===== config.mk =====
export PLATFORM = sky130hd
export DESIGN_NAME = bml_bus_master
export DESIGN_NICKNAME = d
export VERILOG_FILES = /design/src/rtl/bml_pkg.sv /design/src/rtl/bml_ack_sync.sv /design/src/rtl/bml_bus_master.sv
export VERILOG_INCLUDE_DIRS = /design/src /design/src/rtl
export SDC_FILE = /design/constraint.sdc
export NUM_CORES = 1
export LEC_CHECK = 0
export ABC_AREA = 0
export ABC_CLOCK_PERIOD_IN_PS = 2290
export BUFFER_PORTS_ARGS = -buffer_cell sky130_fd_sc_hd__buf_4
export CAP_MARGIN = 30
export CORE_ASPECT_RATIO = 0.9
export CORE_MARGIN = 2
export CORE_UTILIZATION = 49
export CTS_CLUSTER_SIZE = 20
export DETAILED_ROUTE_END_ITERATION = 10
export GPL_TIMING_DRIVEN = 0
export PLACE_DENSITY = 0.81
export SLEW_MARGIN = 20
export SYNTH_ARGS = -nofsm -noshare
export SYNTH_HDL_FRONTEND = slang
export SYNTH_SLANG_ARGS = --single-unit

===== constraint.sdc =====
create_clock -name i_sys_clk -period 2.29 [get_ports i_sys_clk]
set_input_delay 0.5725 -clock i_sys_clk [delete_from_list [all_inputs] [get_ports i_sys_clk]]
set_output_delay 0.5725 -clock i_sys_clk [all_outputs]
set_load 0.005 [all_outputs]

===== src/rtl/bml_cfg.svh =====
// constants for the byte lane bus master
`ifndef BML_CFG_SVH
`define BML_CFG_SVH

`define BML_ADDR_W        23
`define BML_DATA_W        16
`define BML_CODE_W        3
`define BML_LEVEL_W       3
`define BML_IACK_CODE     3'h7
`define BML_IDLE_CODE     3'h0
`define BML_ADDR_ONES     20'hf_ffff
`define BML_SETUP_NS      25
`define BML_CLK_NS        25
`define BML_SETUP_CYC     ((`BML_SETUP_NS + `BML_CLK_NS - 1) / `BML_CLK_NS)
`define BML_SYNC_DEPTH    2

`endif


===== src/rtl/bml_pkg.sv =====
// types for the byte lane bus master
`include "bml_cfg.svh"

package bml_pkg;

  typedef enum logic [1:0] {
    BML_SIZE_BYTE,
    BML_SIZE_WORD
  } bml_size_type;

  typedef enum logic [2:0] {
    BML_ST_IDLE,
    BML_ST_ADDR,
    BML_ST_STROBE,
    BML_ST_WAIT,
    BML_ST_END
  } bml_state_type;

endpackage : bml_pkg

===== src/rtl/bml_ack_sync.sv =====
// two-stage synchroniser for the acknowledge input
`timescale 1ns/1ps
`default_nettype none
`include "bml_cfg.svh"

module bml_ack_sync (
  // clock and reset
  input  wire logic i_sys_clk,
  input  wire logic i_rst_b,
  // async level in, synchronised level out
  input  wire logic i_level,
  output logic      o_level
);

  typedef struct packed {
    logic [`BML_SYNC_DEPTH-1:0] stage;
  } bml_sync_state_type;

  bml_sync_state_type st;
  bml_sync_state_type next_st;

  always_comb begin
    next_st       = st;
    // first stage only feeds the second stage
    next_st.stage = {st.stage[`BML_SYNC_DEPTH-2:0], i_level};
  end

  always_ff @(posedge i_sys_clk or negedge i_rst_b) begin
    if (!i_rst_b) begin
      st <= '0;
    end else begin
      st <= next_st;
    end
  end

  assign o_level = st.stage[`BML_SYNC_DEPTH-1];

endmodule : bml_ack_sync
`default_nettype wire


===== src/rtl/bml_bus_master.sv =====
// asynchronous byte lane bus master: one transfer per user request
`timescale 1ns/1ps
`default_nettype none
`include "bml_cfg.svh"

module bml_bus_master (
  // clock and reset
  input  wire logic                      i_sys_clk,
  input  wire logic                      i_rst_b,
  // user request
  input  wire logic                      i_req,
  input  wire logic                      i_read,
  input  wire logic                      i_iack,
  input  wire bml_pkg::bml_size_type     i_size,
  input  wire logic [`BML_ADDR_W:0]      i_byte_addr,
  input  wire logic [`BML_CODE_W-1:0]    i_cycle_type,
  input  wire logic [`BML_LEVEL_W-1:0]   i_level,
  input  wire logic [`BML_DATA_W-1:0]    i_wdata,
  // user answer
  output logic                           o_busy,
  output logic                           o_done,
  output logic [`BML_DATA_W-1:0]         o_rdata,
  // bus pins
  output logic [`BML_ADDR_W-1:0]         o_word_address_lines,
  output logic                           o_addr_oe,
  output logic [`BML_DATA_W-1:0]         o_bus_data_lines,
  output logic                           o_data_oe,
  input  wire logic [`BML_DATA_W-1:0]    i_bus_data_lines,
  output logic                           o_address_valid_strobe_b,
  output logic                           o_upper_lane_strobe_b,
  output logic                           o_lower_lane_strobe_b,
  output logic                           o_read_not_write,
  output logic [`BML_CODE_W-1:0]         o_cycle_type_code,
  input  wire logic                      i_transfer_complete_ack_b
);

  import bml_pkg::*;

  typedef struct packed {
    bml_state_type             fsm;
    logic [`BML_ADDR_W-1:0]    addr;
    logic                      addr_oe;
    logic [`BML_DATA_W-1:0]    wdata;
    logic                      data_oe;
    logic                      as_b;
    logic                      uds_b;
    logic                      lds_b;
    logic                      rnw;
    logic [`BML_CODE_W-1:0]    code;
    logic [1:0]                lanes_b;
    logic                      busy;
    logic                      done;
    logic [`BML_DATA_W-1:0]    rdata;
  } bml_state_reg_type;

  bml_state_reg_type st;
  bml_state_reg_type next_st;
  logic              ack_seen;

  ////////////////////////////////////////////////////////////////////////////
  // lane strobe decode, active low {upper, lower}
  function automatic logic [1:0] lane_strobes_b(input bml_size_type size, input logic byte_sel);
    if (size == BML_SIZE_WORD) begin
      lane_strobes_b = 2'h0;
    end else if (byte_sel) begin
      lane_strobes_b = 2'h2;
    end else begin
      lane_strobes_b = 2'h1;
    end
  endfunction : lane_strobes_b

  ////////////////////////////////////////////////////////////////////////////
  // write data per lane: a lone byte goes out on both lanes
  function automatic logic [`BML_DATA_W-1:0] lane_data(input bml_size_type           size,
                                                       input logic [`BML_DATA_W-1:0] data);
    if (size == BML_SIZE_BYTE) begin
      lane_data = {2{data[7:0]}};
    end else begin
      lane_data = data;
    end
  endfunction : lane_data

  ////////////////////////////////////////////////////////////////////////////
  // safe bus state: strobes negated, drivers off, no cycle in flight
  function automatic bml_state_reg_type released(input bml_state_reg_type s);
    released         = s;
    released.fsm     = BML_ST_IDLE;
    released.as_b    = 1'b1;
    released.uds_b   = 1'b1;
    released.lds_b   = 1'b1;
    released.addr_oe = 1'b0;
    released.data_oe = 1'b0;
    released.rnw     = 1'b1;
    released.code    = `BML_IDLE_CODE;
    released.busy    = 1'b0;
    released.done    = 1'b0;
  endfunction : released

  ////////////////////////////////////////////////////////////////////////////
  // acknowledge is asynchronous to our clock, so it is synchronised first
  bml_ack_sync u_ack_sync (
    .i_sys_clk (i_sys_clk),
    .i_rst_b   (i_rst_b),
    .i_level   (~i_transfer_complete_ack_b),
    .o_level   (ack_seen)
  );

  ////////////////////////////////////////////////////////////////////////////
  always_comb begin
    next_st      = st;
    next_st.done = 1'b0;
    case (st.fsm)
      BML_ST_IDLE: begin
        // wait for the slave to drop its ack before a new cycle
        if (i_req && !ack_seen) begin
          next_st.fsm     = BML_ST_ADDR;
          next_st.busy    = 1'b1;
          next_st.rnw     = i_read || i_iack;
          next_st.addr_oe = 1'b1;
          if (i_iack) begin
            next_st.addr    = {`BML_ADDR_ONES, i_level};
            next_st.code    = `BML_IACK_CODE;
            next_st.lanes_b = 2'h2;
          end else begin
            next_st.addr    = i_byte_addr[`BML_ADDR_W:1];
            next_st.code    = i_cycle_type;
            next_st.lanes_b = lane_strobes_b(i_size, i_byte_addr[0]);
          end
          next_st.wdata = lane_data(i_size, i_wdata);
        end
      end
      BML_ST_ADDR: begin
        // address has settled one cycle before the strobe qualifies it
        next_st.fsm     = BML_ST_STROBE;
        next_st.as_b    = 1'b0;
        next_st.data_oe = !st.rnw;
        if (st.rnw) begin
          next_st.uds_b = st.lanes_b[1];
          next_st.lds_b = st.lanes_b[0];
        end
      end
      BML_ST_STROBE: begin
        // write strobes follow data by one cycle so data is valid under them
        next_st.fsm   = BML_ST_WAIT;
        next_st.uds_b = st.lanes_b[1];
        next_st.lds_b = st.lanes_b[0];
      end
      BML_ST_WAIT: begin
        // everything holds while the slave stretches the cycle
        if (ack_seen) begin
          next_st.fsm   = BML_ST_END;
          next_st.as_b  = 1'b1;
          next_st.uds_b = 1'b1;
          next_st.lds_b = 1'b1;
          next_st.done  = 1'b1;
          if (st.rnw) begin
            next_st.rdata = i_bus_data_lines;
          end
        end
      end
      BML_ST_END: begin
        // drivers let go one cycle after the strobes, for hold time
        next_st.fsm     = BML_ST_IDLE;
        next_st.busy    = 1'b0;
        next_st.data_oe = 1'b0;
        next_st.addr_oe = 1'b0;
        next_st.rnw     = 1'b1;
        next_st.code    = `BML_IDLE_CODE;
      end
      default: begin
        // an undefined state encoding (5 to 7) lands here, so park the bus instead
        next_st = released(st);
      end
    endcase
  end

  always_ff @(posedge i_sys_clk or negedge i_rst_b) begin
    if (!i_rst_b) begin
      st       <= '0;
      st.as_b  <= 1'b1;
      st.uds_b <= 1'b1;
      st.lds_b <= 1'b1;
      st.rnw   <= 1'b1;
      st.fsm   <= BML_ST_IDLE;
    end else begin
      st <= next_st;
    end
  end

  ////////////////////////////////////////////////////////////////////////////
  // user side
  assign o_busy                   = st.busy;
  assign o_done                   = st.done;
  assign o_rdata                  = st.rdata;
  // bus side
  assign o_word_address_lines     = st.addr;
  assign o_addr_oe                = st.addr_oe;
  assign o_bus_data_lines         = st.wdata;
  assign o_data_oe                = st.data_oe;
  assign o_address_valid_strobe_b = st.as_b;
  assign o_upper_lane_strobe_b    = st.uds_b;
  assign o_lower_lane_strobe_b    = st.lds_b;
  assign o_read_not_write         = st.rnw;
  assign o_cycle_type_code        = st.code;

endmodule : bml_bus_master
`default_nettype wire


==> run summary <==
The flow ran to the end, and the final reports show no timing, DRC or antenna violations. The number of nets in the layout is 532. Setup repair after global routing left no endpoint under its margin.

Data on the critical path is required at its endpoint by 2.51 ns. The run gives 9 as the CTS buffer count. Combinational logic is responsible for 47.6% of the overall power. Timing would allow up to 476 MHz. Summed over all nets, the half-perimeter wirelength after detailed placement is 5680 um.

In this run the cell area of the synthesized design comes to 3410 um2. The full die area is 7650 um2, and the area used by multi-input combinational logic is 1060 um2. The part of the cycle the worst path needs was 91.8%. VDD sags by at most 0.000665 V. Count of inserted antenna diode cells: 0.

The switching share of total power was 29.0%; the global router's overall resource usage was 21.0%. The number of buffers on the longest clock path came out at 2. Leaving out fill and tap cells, the most frequent cells in the layout are buf_4, dfrtp_1, o21ai_0.

Final total power: 5.88 mW. The initial utilization of the core area, before any placement, comes to 51.3%. The first-pass GRT wire length is 12800 um, and the number of clock sinks is 72.

The number of endpoints with negative hold slack in the final report was 0; the clock-pin slew on the worst setup and hold paths was 0.07 ns. Setup slack after layout: 0.187 ns. The data arrival time of the critical path was 2.32 ns; the fraction of final layout cells sized beyond drive strength 1 was 51.1%. For this run, design rule violations remaining after detail routing come to 0. The via count of the first global-routing pass is 2694, and the global-route congestion overflow total is 0.

For the unique cell type count in the Yosys netlist, the log shows 29. The logs give 7710 um for the overall routed net length and 3 for the level count of the clock H-tree. The post-cts gate resize count was 0; the sequential group share of total power was 37.4%. The number of max-slew violations in the final report is 0.

The count of maximum capacitance violations is 0, and the top-level I/O count is 136. The clock arrives with 0.0107 ns of skew. Buffers added to address setup during post-CTS repair amount to 0.

In the final layout, flip-flops and latches occupy 1810 um2. The area growth from synthesis to layout works out to 38.3%. The tools report the CTS root buffer as clkbuf_8. The power density over the cells is 1250 nW/um2, and the antenna violation net count after detailed routing is 0. The die outline height was 83.2 um; the worst-skew pair later-pin latency was 0.34 ns. From left edge to right edge, the die measures 92.0 um.

In the final timing run, aggregate negative setup slack is 0 ns. The internal portion of the total power is 4.17 mW. The number of design-rule violations left by the first detailed-router iteration came out at 78. After synthesis the netlist holds a flip-flop and latch count of 72. The transition at the pin with the smallest max-transition slack is 0.914 ns.

Total of buffers placed on input and output ports: 134. The per-instance average area after synthesis was 10.8 um2; the setup violation total in the final timing report was 0. The logs give 0.0594 ns for the pre-CTS setup slack and 6660 um2 for the total core area. The tools report the worst relative slew slack as 38.8%. Final hold analysis gives a worst-case slack of 0.196 ns. The time the final worst path needs with I/O delays and setup is 2.10 ns.

For this design, the CTS-stage hold fixing added 0 buffers. The number of core rows came out at 28. The top fanout value on the critical path was 10; the routed via count was 2681. For the final weighted congestion in routability-driven placement, the log shows 0.806.

The via density per instance came out at 4.82. The path class of the tightest hold or removal check is primary input to async pin. The count of TritonRoute iterations in the first routing pass was 4. The net load switching power was 1.71 mW; the routed length per instance was 13.9 um. The most common cell after layout, fill and taps aside is buf_4. During synthesis, Yosys emitted a total of 0 warnings.

The worst setup path is captured at a register. Largest net degree at the start of global routing: 73. The worst setup path is launched from a register. Sequential cells were found to cover 52.9% of the synthesized design area. Counting the fill cells in the layout gives 517. The clock network burns 15.0% of the power. The critical setup path kind was register to register.

For this design the static power due to leakage is 2.35 nW. The synthesized net count is 386. Synthesis handed over a netlist of 316 instances. TritonCTS built the clock tree.

Number of antenna violations at the first check in global routing: 0.
## kinds of logic (layout without fill, tap and decap cells)
kind of cell / count (synthesis) / in the layout / synth area share, %
AO/OA/AOI/OAI: 84 / 84 / 13.4
flip-flops: 72 / 72 / 52.9
buffers and inverters: 82 / 232 / 16.0
multiplexers: 35 / 35 / 11.5
AND/OR/NAND/NOR: 43 / 43 / 6.23
## per-stage QoR
step                util (%)  std cells  cell area, um2
floorplan                  -        316            3410
global placement        68.1        540            4530
detailed placement      68.1        540            4530
CTS                     70.6        555            4700
global route            70.9        556            4720
finish                  70.9        556            4720
## sequential cells by signal, indices dropped and copies added, names as in the netlist
| name | cells |
|---|---|
| o_cycle_type_code | 3 |
| o_lower_lane_strobe_b | 1 |
| o_read_not_write | 1 |
| u_ack_sync.st | 2 |
| o_data_oe | 1 |
| o_rdata | 16 |
| o_done | 1 |
| o_bus_data_lines | 16 |
| o_upper_lane_strobe_b | 1 |
| o_addr_oe | 1 |
| o_address_valid_strobe_b | 1 |
| st | 5 |
| o_word_address_lines | 23 |
## worst max-delay path, stage by stage, from the launching register on
cell	delay [ns]
dfrtp_1	0.46
or4b_1	0.53
buf_2	0.19
or2_1	0.23
buf_6	0.15
buf_6	0.14
mux2_4	0.29
## synth_stat cells
library cell / n / area, um2
dfrtp_1: 68 / 1700
buf_4: 59 / 443
a31oi_1: 1 / 6.26
o2bb2ai_1: 3 / 26.3
clkbuf_1: 16 / 60.1
mux2_4: 3 / 45.0
mux2_2: 21 / 236
or2b_1: 1 / 7.51
nand2b_1: 4 / 25.0
and4b_1: 2 / 20.0
o32a_1: 1 / 10.0
o21bai_1: 1 / 7.51
nor2_1: 28 / 105
or4b_1: 1 / 10.0
inv_1: 3 / 11.3
dfstp_2: 4 / 105
o22a_1: 3 / 26.3
or2_1: 1 / 6.26
buf_2: 2 / 10.0
nand3b_1: 1 / 7.51
o21ai_0: 67 / 335
a21oi_1: 6 / 30.0
nor4bb_1: 1 / 10.0
nor2b_1: 1 / 6.26
nand2_1: 2 / 7.51
nor3b_1: 1 / 7.51
buf_6: 2 / 22.5
a21o_1: 2 / 15.0
mux2i_1: 11 / 110
## per-layer routing
metal  GRT usage (%)  vias up  wire length (um)
met5               0        -                 0
met4            7.19        0               182
met3            6.44       17               611
met2            33.3      105              3640
met1            27.6     1248              3270
li1                -     1311                 -
## power by group through the flow
stage                     Sequential (mW)  Clock (mW)  Combinational (mW)
final                                2.20       0.880                2.80
after CTS                            2.20       0.894                2.84
after global routing                 2.28       0.952                3.06
after detailed placement             2.22           0                2.83
after floorplan                      2.14           0                1.64
after global placement               2.19           0                2.76
## final timing paths
kind | from | end | slack, ns | cells past startpoint
max | u_ack_sync.st[1] | o_bus_data_lines[7] | 0.19 | 6
min | i_rst_b | o_rdata[12] | 0.20 | 1
max reg2reg | u_ack_sync.st[1] | o_bus_data_lines[7] | 0.19 | 6
min reg2reg | u_ack_sync.st[0] | u_ack_sync.st[1] | 0.35 | 0
max in group asynchronous | i_rst_b | o_word_address_lines[10] | 1.54 | 2
min in group i_sys_clk | u_ack_sync.st[0] | u_ack_sync.st[1] | 0.35 | 0
## final cells by class
| type | count | area share (%) |
|---|---|---|
| Multi-Input combinational cell | 162 | 22.5 |
| Tap cell | 90 | 2.39 |
| Inverter | 3 | 0.239 |
| Buffer | 79 | 11.3 |
| Clock buffer | 14 | 3.45 |
| Clock inverter | 1 | 0.106 |
| Timing Repair Buffer | 135 | 21.7 |
| Sequential cell | 72 | 38.3 |
Note: power is estimated with default switching activity, not from simulation.
